==> src/logic/asc_pkg.sv <==
// package: register map, field layout, counts and carrier types of the sar converter control
// Overview of operation
// - three-bit select picks channels zero to four
// - successive approximation yields eight-bit result
// - reference is supply or reference pin
// - converts asleep only on internal rc clock
// - reset clears registers, powers off, aborts
// - top two bits pick conversion clock
// - writing go starts; hardware clears when done
// - control bit one reads zero
// - control register index 1f, resets zero
// - result, control and pin configuration registers
// - pin configuration: analog or digital, reference
// - channels share port pins; channel three reference
package asc_pkg;
  localparam int RES_BITS = 8; // converter resolution
  localparam int NUM_CHAN = 5; // selectable channels
  localparam int VREF_PIN = 3; // analog pin that may carry the reference
  // register indices; the byte address is four times the index
  localparam logic [5:0] IDX_RESULT = 6'h1e;
  localparam logic [5:0] IDX_CTRL = 6'h1f;
  localparam logic [5:0] IDX_PINCFG = 6'h20;
  localparam logic [5:0] IDX_STATUS = 6'h21;
  localparam logic [5:0] IDX_MASK = 6'h22;
  // conversion clock select codes
  localparam logic [1:0] CLKSEL_DIV2 = 2'h0;
  localparam logic [1:0] CLKSEL_DIV8 = 2'h1;
  localparam logic [1:0] CLKSEL_DIV32 = 2'h2;
  localparam logic [1:0] CLKSEL_RC = 2'h3;
  // last divider count for each oscillator ratio
  localparam logic [4:0] DIV2_LAST = 5'h01;
  localparam logic [4:0] DIV8_LAST = 5'h07;
  localparam logic [4:0] DIV32_LAST = 5'h1f;
  // reset values and masks
  localparam logic [7:0] CTRL_RESET = 8'h00;
  localparam logic [7:0] CTRL_RD_MASK = 8'hfd;
  localparam logic [5:0] PINCFG_RESET = 6'h00;
  localparam logic [1:0] EVENT_RESET = 2'h0;
  localparam logic [7:0] RESULT_RESET = 8'h00;
  localparam logic [7:0] SAR_MSB_TRIAL = 8'h80;
  // event bit positions in status and mask
  localparam int EV_DONE = 0;
  localparam int EV_REFUSED = 1;
  // bus answers
  localparam logic [1:0] RESP_OKAY = 2'h0;
  localparam logic [1:0] RESP_DECERR = 2'h3;
  // main control register layout
  typedef struct packed {
    logic [1:0] clk_sel;
    logic [2:0] chan;
    logic go;
    logic unused;
    logic power;
  } asc_ctrl_t;
  // pin configuration register layout
  typedef struct packed {
    logic vref_ext;
    logic [4:0] analog_en;
  } asc_pincfg_t;
  // everything the analog macro needs from the control logic
  typedef struct packed {
    logic [7:0] dac_code;
    logic hold;
    logic [4:0] chan_en;
    logic [4:0] pin_en;
    logic ref_ext;
    logic power;
  } asc_analog_t;
endpackage

==> src/logic/asc_conv_clk.sv <==
// module: conversion clock enable divider with rc and sleep handling
`timescale 1ns/10ps
`default_nettype none
module asc_conv_clk (
  input wire logic aclk,
  input wire logic aresetn,
  input wire logic [1:0] clk_sel,
  input wire logic run,
  input wire logic rc_tick,
  input wire logic sleeping,
  output var logic conv_tick
);
  import asc_pkg::*;
  logic [4:0] div_cnt_reg; // oscillator cycles in this period
  logic [4:0] div_last; // terminal count for the chosen ratio

  // terminal count from the select code
  always_comb begin
    case (clk_sel)
      CLKSEL_DIV2: div_last = DIV2_LAST;
      CLKSEL_DIV8: div_last = DIV8_LAST;
      default: div_last = DIV32_LAST;
    endcase
  end

  // one-cycle tick per conversion clock period; idle when not converting
  always_ff @(posedge aclk) begin
    if (!aresetn || !run) begin
      div_cnt_reg <= 5'h00;
      conv_tick <= 1'b0;
    end else if (clk_sel == CLKSEL_RC) begin
      div_cnt_reg <= 5'h00;
      conv_tick <= rc_tick; // rc keeps running in sleep
    end else if (sleeping) begin
      conv_tick <= 1'b0; // oscillator stopped: conversion stalls
    end else if (div_cnt_reg == div_last) begin
      div_cnt_reg <= 5'h00;
      conv_tick <= 1'b1;
    end else begin
      div_cnt_reg <= div_cnt_reg + 5'h01;
      conv_tick <= 1'b0;
    end
  end
endmodule
`default_nettype wire

==> src/logic/asc_sar.sv <==
// module: successive approximation sequencer with sample and hold control
`timescale 1ns/10ps
`default_nettype none
module asc_sar (
  input wire logic aclk,
  input wire logic aresetn,
  input wire logic conv_tick,
  input wire logic start,
  input wire logic abort,
  input wire logic cmp_above,
  output var logic busy,
  output var logic done,
  output var logic [7:0] result,
  output var logic [7:0] dac_code,
  output var logic hold
);
  import asc_pkg::*;
  typedef enum logic [1:0] {SAR_IDLE, SAR_SETTLE, SAR_DECIDE} asc_sar_state_t;
  asc_sar_state_t state_reg; // sequencer state
  logic [2:0] bit_idx_reg; // bit under trial

  assign busy = (state_reg != SAR_IDLE);

  // each bit takes two conversion ticks: one to settle the dac and
  // comparator path through its synchroniser, one to decide
  always_ff @(posedge aclk) begin
    if (!aresetn) begin
      state_reg <= SAR_IDLE;
      bit_idx_reg <= 3'h7;
      dac_code <= 8'h00;
      hold <= 1'b0;
      done <= 1'b0;
      result <= RESULT_RESET;
    end else if (abort) begin // power off drops the conversion
      state_reg <= SAR_IDLE;
      hold <= 1'b0;
      done <= 1'b0;
    end else begin
      done <= 1'b0;
      case (state_reg)
        SAR_IDLE: begin
          if (start) begin // hold the sample, try the msb
            state_reg <= SAR_SETTLE;
            bit_idx_reg <= 3'(RES_BITS - 1);
            dac_code <= SAR_MSB_TRIAL;
            hold <= 1'b1;
          end
        end
        SAR_SETTLE: begin
          if (conv_tick) begin
            state_reg <= SAR_DECIDE;
          end
        end
        SAR_DECIDE: begin
          if (conv_tick) begin // keep the bit if input is at or above trial
            if (bit_idx_reg == 3'h0) begin
              result <= {dac_code[7:1], cmp_above};
              done <= 1'b1;
              hold <= 1'b0;
              state_reg <= SAR_IDLE;
            end else begin
              dac_code[bit_idx_reg] <= cmp_above;
              dac_code[bit_idx_reg - 3'h1] <= 1'b1;
              bit_idx_reg <= bit_idx_reg - 3'h1;
              state_reg <= SAR_SETTLE;
            end
          end
        end
        default: state_reg <= SAR_IDLE;
      endcase
    end
  end
endmodule
`default_nettype wire

==> src/logic/asc_top.sv <==
// module: sar converter control with axi4-lite registers and interrupt
//
// Chosen here: the AXI4-Lite slave port.
`timescale 1ns/10ps
`default_nettype none
module asc_top (
  input wire logic aclk,
  input wire logic aresetn,
  input wire logic [7:0] s_axi_awaddr,
  input wire logic s_axi_awvalid,
  output var logic s_axi_awready,
  input wire logic [31:0] s_axi_wdata,
  input wire logic [3:0] s_axi_wstrb,
  input wire logic s_axi_wvalid,
  output var logic s_axi_wready,
  output var logic [1:0] s_axi_bresp,
  output var logic s_axi_bvalid,
  input wire logic s_axi_bready,
  input wire logic [7:0] s_axi_araddr,
  input wire logic s_axi_arvalid,
  output var logic s_axi_arready,
  output var logic [31:0] s_axi_rdata,
  output var logic [1:0] s_axi_rresp,
  output var logic s_axi_rvalid,
  input wire logic s_axi_rready,
  input wire logic comparator_above,
  input wire logic internal_rc_clock,
  input wire logic sleep_req,
  output var asc_pkg::asc_analog_t analog_out,
  output var logic irq
);
  import asc_pkg::*;

  // synchronised pins: bit0 comparator, bit1 rc oscillator, bit2 sleep
  logic [2:0] pin_meta_reg; // first stage, read by second stage only
  logic [2:0] pin_sync_reg; // safe copies
  logic rc_last_reg; // previous rc level for edge detect
  logic rc_tick; // one pulse per rc rising edge

  // bus write side
  logic [5:0] wr_idx_reg; // captured write index
  logic wr_align_reg; // captured address was word aligned
  logic [7:0] wr_data_reg; // low byte of write data
  logic wr_strb_reg; // low byte lane enabled
  logic wr_fire; // address and data both held, answer free
  logic wr_ok; // write hits a mapped register
  logic wr_lane; // write reaches the low byte of a mapped register
  asc_ctrl_t wr_ctrl_val; // write data seen as control layout

  // bus read side
  logic [5:0] rd_idx_reg; // index of the last read
  logic [31:0] rd_val; // read mux
  logic rd_ok; // read hits a mapped register

  // registers
  asc_ctrl_t ctrl_reg; // main converter control
  asc_pincfg_t pin_cfg_reg; // pin function configuration
  logic [7:0] result_reg; // last conversion result
  logic [1:0] status_reg; // sticky events
  logic [1:0] mask_reg; // event enables
  logic [1:0] ev_set; // events this cycle
  logic [1:0] ev_clr; // write-one-to-clear this cycle

  // derived outputs, all flops
  logic [4:0] chan_en_reg; // one-hot selected channel
  logic [4:0] pin_en_reg; // pins switched to analog
  logic ref_ext_reg; // reference from the pin

  // converter core hookup
  logic start_ok; // honoured start request
  logic start_refused; // start written while powered off
  logic conv_tick; // conversion clock enable
  logic sar_busy;
  logic sar_done;
  logic sar_hold;
  logic [7:0] sar_result;
  logic [7:0] sar_dac;

  function automatic logic idx_mapped(input logic [5:0] idx);
    idx_mapped = (idx >= IDX_RESULT) && (idx <= IDX_MASK);
  endfunction

  // two-flop synchronisers for everything arriving from the pins
  always_ff @(posedge aclk) begin
    if (!aresetn) begin
      pin_meta_reg <= 3'h0;
      pin_sync_reg <= 3'h0;
    end else begin
      pin_meta_reg <= {sleep_req, internal_rc_clock, comparator_above};
      pin_sync_reg <= pin_meta_reg;
    end
  end

  // rising edge of the rc oscillator, after synchronisation
  always_ff @(posedge aclk) begin
    if (!aresetn) begin
      rc_last_reg <= 1'b0;
    end else begin
      rc_last_reg <= pin_sync_reg[1];
    end
  end
  assign rc_tick = pin_sync_reg[1] & ~rc_last_reg;

  // write address channel: take once, reopen after the response
  always_ff @(posedge aclk) begin
    if (!aresetn) begin
      s_axi_awready <= 1'b1;
      wr_idx_reg <= 6'h00;
      wr_align_reg <= 1'b0;
    end else if (s_axi_awvalid && s_axi_awready) begin
      s_axi_awready <= 1'b0;
      wr_idx_reg <= s_axi_awaddr[7:2];
      wr_align_reg <= (s_axi_awaddr[1:0] == 2'h0);
    end else if (s_axi_bvalid && s_axi_bready) begin
      s_axi_awready <= 1'b1;
    end
  end

  // write data channel: independent of the address, either may come first
  always_ff @(posedge aclk) begin
    if (!aresetn) begin
      s_axi_wready <= 1'b1;
      wr_data_reg <= 8'h00;
      wr_strb_reg <= 1'b0;
    end else if (s_axi_wvalid && s_axi_wready) begin
      s_axi_wready <= 1'b0;
      wr_data_reg <= s_axi_wdata[7:0];
      wr_strb_reg <= s_axi_wstrb[0];
    end else if (s_axi_bvalid && s_axi_bready) begin
      s_axi_wready <= 1'b1;
    end
  end

  assign wr_fire = !s_axi_awready && !s_axi_wready && !s_axi_bvalid;
  assign wr_ok = wr_align_reg && idx_mapped(wr_idx_reg);
  assign wr_lane = wr_fire && wr_ok && wr_strb_reg;
  assign wr_ctrl_val = asc_ctrl_t'(wr_data_reg);

  // write response one cycle after both halves are in
  always_ff @(posedge aclk) begin
    if (!aresetn) begin
      s_axi_bvalid <= 1'b0;
      s_axi_bresp <= RESP_OKAY;
    end else if (wr_fire) begin
      s_axi_bvalid <= 1'b1;
      s_axi_bresp <= wr_ok ? RESP_OKAY : RESP_DECERR;
    end else if (s_axi_bready) begin
      s_axi_bvalid <= 1'b0;
    end
  end

  // start only from a powered, idle converter; a repeat while busy is dropped
  assign start_ok = wr_lane && (wr_idx_reg == IDX_CTRL) && wr_ctrl_val.go
    && ctrl_reg.power && !ctrl_reg.go;
  assign start_refused = wr_lane && (wr_idx_reg == IDX_CTRL) && wr_ctrl_val.go
    && !ctrl_reg.power;

  // main control register; bit one is never stored
  always_ff @(posedge aclk) begin
    if (!aresetn) begin
      ctrl_reg <= asc_ctrl_t'(CTRL_RESET);
    end else begin
      if (wr_lane && wr_idx_reg == IDX_CTRL) begin
        ctrl_reg.clk_sel <= wr_ctrl_val.clk_sel;
        ctrl_reg.chan <= wr_ctrl_val.chan;
        ctrl_reg.power <= wr_ctrl_val.power;
      end
      // the start wins; hardware clears on completion or power loss
      if (start_ok) begin
        ctrl_reg.go <= 1'b1;
      end else if (sar_done || !ctrl_reg.power) begin
        ctrl_reg.go <= 1'b0;
      end
    end
  end

  // pin configuration register
  always_ff @(posedge aclk) begin
    if (!aresetn) begin
      pin_cfg_reg <= asc_pincfg_t'(PINCFG_RESET);
    end else if (wr_lane && wr_idx_reg == IDX_PINCFG) begin
      pin_cfg_reg <= asc_pincfg_t'(wr_data_reg[5:0]);
    end
  end

  // result lands on the edge that clears the go bit
  always_ff @(posedge aclk) begin
    if (!aresetn) begin
      result_reg <= RESULT_RESET;
    end else if (sar_done) begin
      result_reg <= sar_result;
    end
  end

  // sticky events: a new event beats a clear in the same cycle
  assign ev_set = {start_refused, sar_done};
  assign ev_clr = (wr_lane && wr_idx_reg == IDX_STATUS) ? wr_data_reg[1:0] : 2'h0;
  always_ff @(posedge aclk) begin
    if (!aresetn) begin
      status_reg <= EVENT_RESET;
    end else begin
      status_reg <= (status_reg & ~ev_clr) | ev_set;
    end
  end

  // event mask
  always_ff @(posedge aclk) begin
    if (!aresetn) begin
      mask_reg <= EVENT_RESET;
    end else if (wr_lane && wr_idx_reg == IDX_MASK) begin
      mask_reg <= wr_data_reg[1:0];
    end
  end

  // level interrupt, one cycle behind the status bits
  always_ff @(posedge aclk) begin
    if (!aresetn) begin
      irq <= 1'b0;
    end else begin
      irq <= |(status_reg & mask_reg);
    end
  end

  // read mux; result is read-only and unmapped words read zero
  always_comb begin
    rd_ok = (s_axi_araddr[1:0] == 2'h0) && idx_mapped(s_axi_araddr[7:2]);
    case (s_axi_araddr[7:2])
      IDX_RESULT: rd_val = {24'h0, result_reg};
      IDX_CTRL: rd_val = {24'h0, 8'(ctrl_reg) & CTRL_RD_MASK};
      IDX_PINCFG: rd_val = {26'h0, 6'(pin_cfg_reg)};
      IDX_STATUS: rd_val = {30'h0, status_reg};
      IDX_MASK: rd_val = {30'h0, mask_reg};
      default: rd_val = 32'h0;
    endcase
    if (!rd_ok) begin
      rd_val = 32'h0;
    end
  end

  // read channel: answer the cycle after the address is taken
  always_ff @(posedge aclk) begin
    if (!aresetn) begin
      s_axi_arready <= 1'b1;
      s_axi_rvalid <= 1'b0;
      s_axi_rdata <= 32'h0;
      s_axi_rresp <= RESP_OKAY;
      rd_idx_reg <= 6'h00;
    end else if (s_axi_arvalid && s_axi_arready) begin
      s_axi_arready <= 1'b0;
      s_axi_rvalid <= 1'b1;
      s_axi_rdata <= rd_val;
      s_axi_rresp <= rd_ok ? RESP_OKAY : RESP_DECERR;
      rd_idx_reg <= s_axi_araddr[7:2];
    end else if (s_axi_rvalid && s_axi_rready) begin
      s_axi_rvalid <= 1'b0;
      s_axi_arready <= 1'b1;
    end
  end

  // per-pin decode: channel one-hot and analog pin functions
  generate
    for (genvar g = 0; g < NUM_CHAN; g++) begin : g_pin
      always_ff @(posedge aclk) begin
        if (!aresetn) begin
          chan_en_reg[g] <= 1'b0;
          pin_en_reg[g] <= 1'b0;
        end else begin
          // codes five to seven select nothing
          chan_en_reg[g] <= (ctrl_reg.chan == 3'(g));
          // the channel three pin turns analog when it carries the reference
          pin_en_reg[g] <= pin_cfg_reg.analog_en[g]
            | ((g == VREF_PIN) && pin_cfg_reg.vref_ext);
        end
      end
    end
  endgenerate

  // reference source select
  always_ff @(posedge aclk) begin
    if (!aresetn) begin
      ref_ext_reg <= 1'b0;
    end else begin
      ref_ext_reg <= pin_cfg_reg.vref_ext;
    end
  end

  // conversion clock; sleep only stalls the oscillator-derived ratios
  asc_conv_clk u_conv_clk (
    .aclk(aclk),
    .aresetn(aresetn),
    .clk_sel(ctrl_reg.clk_sel),
    .run(sar_busy),
    .rc_tick(rc_tick),
    .sleeping(pin_sync_reg[2]),
    .conv_tick(conv_tick)
  );

  // approximation engine; losing power abandons the conversion
  asc_sar u_sar (
    .aclk(aclk),
    .aresetn(aresetn),
    .conv_tick(conv_tick),
    .start(start_ok),
    .abort(!ctrl_reg.power),
    .cmp_above(pin_sync_reg[0]),
    .busy(sar_busy),
    .done(sar_done),
    .result(sar_result),
    .dac_code(sar_dac),
    .hold(sar_hold)
  );

  // analog macro controls, straight from flops
  assign analog_out.dac_code = sar_dac;
  assign analog_out.hold = sar_hold;
  assign analog_out.chan_en = chan_en_reg;
  assign analog_out.pin_en = pin_en_reg;
  assign analog_out.ref_ext = ref_ext_reg;
  assign analog_out.power = ctrl_reg.power; // no operating current when low
endmodule
`default_nettype wire

==> config.mk <==
export PLATFORM = sky130hd
export DESIGN_NAME = asc_top
export DESIGN_NICKNAME = d
export VERILOG_FILES = /design/src/logic/asc_pkg.sv /design/src/logic/asc_conv_clk.sv /design/src/logic/asc_sar.sv /design/src/logic/asc_top.sv
export SDC_FILE = /design/constraint.sdc
export NUM_CORES = 1
export LEC_CHECK = 0
export ABC_CLOCK_PERIOD_IN_PS = 2450
export CAP_MARGIN = 10
export CORE_ASPECT_RATIO = 0.8
export CORE_MARGIN = 1.5
export CORE_UTILIZATION = 50
export DETAILED_ROUTE_END_ITERATION = 6
export DONT_BUFFER_PORTS = 1
export SKIP_LAST_GASP = 1
export SLEW_MARGIN = 25
export SYNTH_ARGS = -nofsm -noshare
export SYNTH_HDL_FRONTEND = slang
export SYNTH_SLANG_ARGS = --single-unit
==> constraint.sdc <==
create_clock -name aclk -period 2.45 [get_ports aclk]
set_input_delay 0.245 -clock aclk [delete_from_list [all_inputs] [get_ports aclk]]
set_output_delay 0.245 -clock aclk [all_outputs]
set_load 0.005 [all_outputs]
Word-level counts from Yosys, hierarchy flattened
Cells that the tools add are included.
Widths: inputs -> output; s select.

storage, ports and cells
  bits of input ports = 62
  logic and storage cells = 182
  flip-flop bits (word level) = 130
  output and inout bits = 63

cells by class
  magnitude comparators = 8
  add/subtract/negate cells = 2
  reduce and logical (&&, ||, !) cells = 53
  multiplexer cells = 44
  eq/ne operators = 23
  bitwise gates (word level) = 8

operators by type and width
  operator            count
  $pmux 8 s5          1
  $eq 6x6->1 const B  6
  $mux 32             1
  $mux 8              3
  $logic_and 1x1->1   23
  $mux 1              21
  $eq 6x5->1 const B  3
  $pmux 8 s2          1
  $reduce_bool 2->1   7
  $ge 6x5->1 const B  2
  $le 6x6->1 const B  2
  $mux 2              6
  $reduce_and 4->1    3
  $pmux 5 s2          1
  $mux 3              3
  $bwmux 8            1
  $logic_not 2->1     4
  $lt 3x4->1 const B  2
  $ne 2x2->1 const B  4
  $or 8x8->8          1
  $logic_not 1->1     7
  $demux 1 s3         2
  $eq 3x2->1 const B  2
  $ge 3x1->1 const B  2
  other kinds (24)    30

Longest topological paths before layout
  depth after elaboration = 11
  gate-level depth with buffers = 8
  depth with buffers taken out = 7

Cells and area by module
From an unflattened synthesis, not the netlist that was laid out.

unflattened totals
  cell total of the unflattened synthesis = 504
  area total of the unflattened synthesis = 4,745.8 um^2

modules (own cells, without submodules)
  module        area an instance (um^2)  cells each  times used
  asc_top       3,179.3                  329         1
  asc_sar       1,257.5                  140         1
  asc_conv_clk  309.0                    35          1

Worst setup path after synthesis
Ideal clock, no wire load.

  kind = register to register
  start = register u_sar.bit_idx_reg[0]
  end = register u_sar.bit_idx_reg[1]
  setup slack = 0.568 ns
  required time = 2.329 ns
  stages on the path, launching flop included = 9
  arrival time = 1.762 ns
  period minus slack after synthesis = 1.882 ns
  cell sequence = dfxtp_1 -> clkbuf_1 -> inv_1 -> ha_1 -> nand2b_1 -> nor2b_1 -> a31oi_1 -> buf_2 -> mux2_2

between the ends
  longest elaborated chain between the ends = 4

RTL lines
  item                    RTL line       RTL
  start, declared         asc_sar.sv:20  logic [2:0] bit_idx_reg;
  start signal, assigned  asc_sar.sv:44  bit_idx_reg <= 3'(RES_BITS - 1);
  start signal, assigned  asc_sar.sv:64  bit_idx_reg <= bit_idx_reg - 3'h1;
  $sub 3x1->3             asc_sar.sv:64
  $mux 3                  asc_sar.sv:56  if (bit_idx_reg == 3'h0) begin
  $mux 3                  asc_sar.sv:55  if (conv_tick) begin
  $pmux 3 s2              asc_sar.sv:40  case (state_reg)

Several ways; a longest one is shown, not always the timed one. The select of a mux whose other input is x is not followed.
A chain may end at the register's enable or synchronous reset.

Worst setup path in the final report
  start = register u_sar.bit_idx_reg[0]
  end = register u_sar.dac_code[6]

between the ends
  longest elaborated chain between the ends = 9

RTL lines
  item                                                                      RTL line                      RTL
  $sub 3x1->3, or another cell as far along                                 asc_sar.sv:63                 dac_code[bit_idx_reg - 3'h1] <= 1'b1;
  $lt 3x4->1 (implied by the code), or another cell as far along            asc_sar.sv:63
  $logic_and 1x1->1 (implied by the code) / $mux 1 (equally long branches)  asc_sar.sv:63, asc_sar.sv:62
  $mux 1 (implied by the code) / $demux 1 s3 (equally long branches)        n/a
  $demux 1 s3 / $bwmux 8 (equally long branches)                            n/a
  $or 8x8->8 (no line)                                                      n/a
  $mux 8                                                                    asc_sar.sv:56
  $mux 8                                                                    asc_sar.sv:55
  $pmux 8 s2                                                                asc_sar.sv:40
  end signal, assigned by index                                             asc_sar.sv:62                 dac_code[bit_idx_reg] <= cmp_above;
  end, declared                                                             asc_sar.sv:14                 output var logic [7:0] dac_code,

Several ways; a longest one is shown, not always the timed one. The select of a mux whose other input is x is not followed.

==> results.json <==
{
  "pre_cts_slack_ps": 330,
  "port_buffers": 0,
  "antenna_found_initial": 0,
  "die_w_um": 109,
  "whs_ps": 18.7,
  "fin_nets": 574,
  "post_synth_num_cell_types": 58,
  "grt_overflow": 0,
  "max_cap_violations": 0,
  "layout_common_cells": "dfxtp_1 (104), nand2_1 (87), a21oi_1 (46)",
  "post_dp_cell_area_mm2": 0.00447,
  "rr_worst_depth": 7,
  "synth_edf_count": 0,
  "area_growth_pct": 5.84,
  "slowest_stage": "a31oi_1",
  "ys_warn_count": 0,
  "fin_ws_ps": 321,
  "rsz0062_at_grt": "no",
  "setup_viol": 0,
  "h-tree-depth": 3,
  "finalMaxSlewViolations": 0,
  "yosys.area.top_type": "dfxtp_1",
  "synth_seq_cells": 104,
  "hold_path_startpoint": "aresetn",
  "clock-sinks": 104,
  "grt_usage_pct": 21.4,
  "root_buffer": "clkbuf_16",
  "dp.cells": 609,
  "die_area_mm2": 0.00962,
  "start_util_pct": 52.3,
  "critical_path.startpoint_type": "register",
  "cp_cell_sequence": "inv_1, ha_1, nand2b_1, nor2b_1, a31oi_1, buf_4, mux2i_1",
  "dr.pass1.iters": 4,
  "setup_tns_ps": 0,
  "r2r_end": "u_sar.dac_code[6]",
  "path_clk_slew_ps": 70,
  "clk_latency_ps": 350,
  "p_comb_share_pct": 3.0,
  "grt_max_degree": 55,
  "crit_required_ps": 2720,
  "final_area_mm2": 0.00478,
  "timing_hold_violations_final": 0,
  "cts_buffer_depth": 2,
  "worstReg2RegStart": "u_sar.bit_idx_reg[0]",
  "period_needed_ps": 2130,
  "fin_cells": 626,
  "tightest_slew_ps": 926,
  "status": "complete, no violations",
  "largest_reg_flops": 11,
  "fp.coreArea_mm2": 0.00863,
  "async_flop_share_pct": 0,
  "fmax_mhz": 470,
  "syn_area_mm2": 0.00452,
  "post_cts_resized": 0,
  "synth_area_leaders": "dfxtp_1 (46%), mux2i_1 (7.8%), nand2_1 (7.2%), a21oi_1 (5.1%), buf_4 (4.8%)",
  "dpl.hpwl_um": 6610,
  "swShare_pct": 22.5,
  "grt_pass1_wl_um": 15300,
  "vias": 3388,
  "p_int_w": 0.00255,
  "synth_top_area_share_pct": 46.1,
  "place_congestion": 0.816,
  "p_clk_share_pct": 43.8,
  "hold_path_depth": 1,
  "final_common_cell": "dfxtp_1",
  "rows": 30,
  "peakVddDrop_mv": 0.597,
  "syn_avg_cell_area_um2": 8.67,
  "antenna_left": 0,
  "synth_ff_type": "dfxtp_1",
  "drive_gt1_share_pct": 7.59,
  "drc": 0,
  "post_cts_buffers": 0,
  "routedWlPerCell_um": 15.4,
  "power_leakage_nw": 1.77,
  "seq_area_frac_synth_pct": 46.1,
  "cp.arrival_ps": 2400,
  "wl_um": 9660,
  "end_kind": "register",
  "diodes": 0,
  "cts_tree": "built",
  "hold_path_end": "rc_last_reg",
  "syn_inst": 521,
  "routed_via_density": 5.41,
  "cts-buffers-inserted": 9,
  "fin_crit_sh_pct": 86.9,
  "max_stage_delay_ps": 480,
  "finalClockSkew_ps": 8.46,
  "first_iter_violations": 187,
  "die_h_um": 88.0,
  "crit_type": "reg -> reg",
  "worst-path-max-fanout": 8,
  "grt_pass1_vias": 3032,
  "p_seq_share_pct": 53.2,
  "powerDensity_mw_per_mm2": 689,
  "top_level_ports": 125,
  "hp-class": "in -> reg",
  "reg2reg_slack_ps": 320,
  "power.switching_w": 0.000741,
  "maxSlewHeadroom_pct": 38.2
}
==> critical path: cells and delay by family (launching register included) <==
| kind | cells | cell delay, ps |
|---|---|---|
| compound gates | 1 | 480 |
| fa+ha+maj | 1 | 210 |
| buf+inv | 2 | 470 |
| mux | 1 | 200 |
| simple gates | 2 | 370 |
| flops | 1 | 310 |
==> per-layer routing <==
layer	vias up	global-route usage, %	routed length, um
met1	1575	29.4	4840
met3	8	6.25	502
met2	98	31.9	4210
met4	0	7.56	111
li1	1707	-	-
met5	-	0	0
==> cells by family (layout without fill, tap and decap cells) <==
kind of cell               count (synthesis)  in the layout  share of synthesized area (%)
adders and majority gates                  3              3                          0.831
other                                      1             24                         0.0830
xor gates and xnor gates                   5              5                          0.970
DFF                                      104            104                           46.1
AOI/OAI and AO/OA                         97             97                           13.0
and+or+nand+nor                          207            207                           22.0
muxes                                     41             41                           9.25
buffers and inverters                     63             33                           7.78
==> timing repair <==
| item | CTS | global route |
|---|---|---|
| hold buffers | 1 | 0 |
| endpoints found under the hold margin | 5 | 0 |
| endpoints found under the setup margin | 0 | 0 |
==> worst max path at each step <==
stage	startpoint	cells past startpoint	slack (ps)	to
3_5_place_dp	u_sar.bit_idx_reg[0]	7	330	u_sar.dac_code[5]
3_3_place_gp	s_axi_bvalid	5	380	u_sar.dac_code[2]
6_report	u_sar.bit_idx_reg[0]	7	320	u_sar.dac_code[6]
2_1_floorplan	u_sar.bit_idx_reg[0]	8	570	u_sar.bit_idx_reg[1]
4_1_cts	u_sar.bit_idx_reg[0]	7	290	u_sar.dac_code[6]
5_1_grt	u_sar.bit_idx_reg[0]	7	150	u_sar.dac_code[5]
==> final cells by class <==
class                   count  area [um2]
inverters                  11        41.3
repair buffers              6        47.5
clock buffers               9         225
flip-flops and latches    104        2080
multi-input cells         377        2170
fillers                   821        3850
well taps                 112         140
clock inverters             7        75.1
==> power groups by stage <==
stage,Clock (W),Sequential [W],Combinational (W)
2_1_floorplan,0,0.00178,0.000124
3_3_place_gp,0,0.00179,0.0000931
3_5_place_dp,0,0.00179,0.0000952
4_1_cts,0.00148,0.00175,0.0000995
5_1_grt,0.00155,0.00176,0.000114
6_report,0.00144,0.00175,0.0000995
==> metrics by stage <==
stage	power (W)	util, %
finish	0.00330	55.4
global route	0.00342	55.4
CTS	0.00333	55.4
detailed placement	0.00189	51.8
global placement	0.00188	51.8
floorplan	0.00190	-
==> cells in the mapped netlist (all sizes together), types with 2 or more instances <==
cell / instances
o21ai: 19
a31oi: 5
o31ai: 4
or4b: 2
clkbuf: 18
ha: 3
mux2: 6
nand2: 87
a21o: 2
nor4: 3
nor2: 43
a211oi: 2
nor2b: 6
or2: 4
a22oi: 5
nand3: 13
nor3b: 3
dfxtp: 104
or4: 2
buf: 34
nor3: 10
o311ai: 3
xnor2: 2
and2: 19
nand4b: 2
a21oi: 46
nand2b: 8
inv: 11
xor2: 3
or3: 2
mux2i: 35
(Power assumes the default switching activity.)
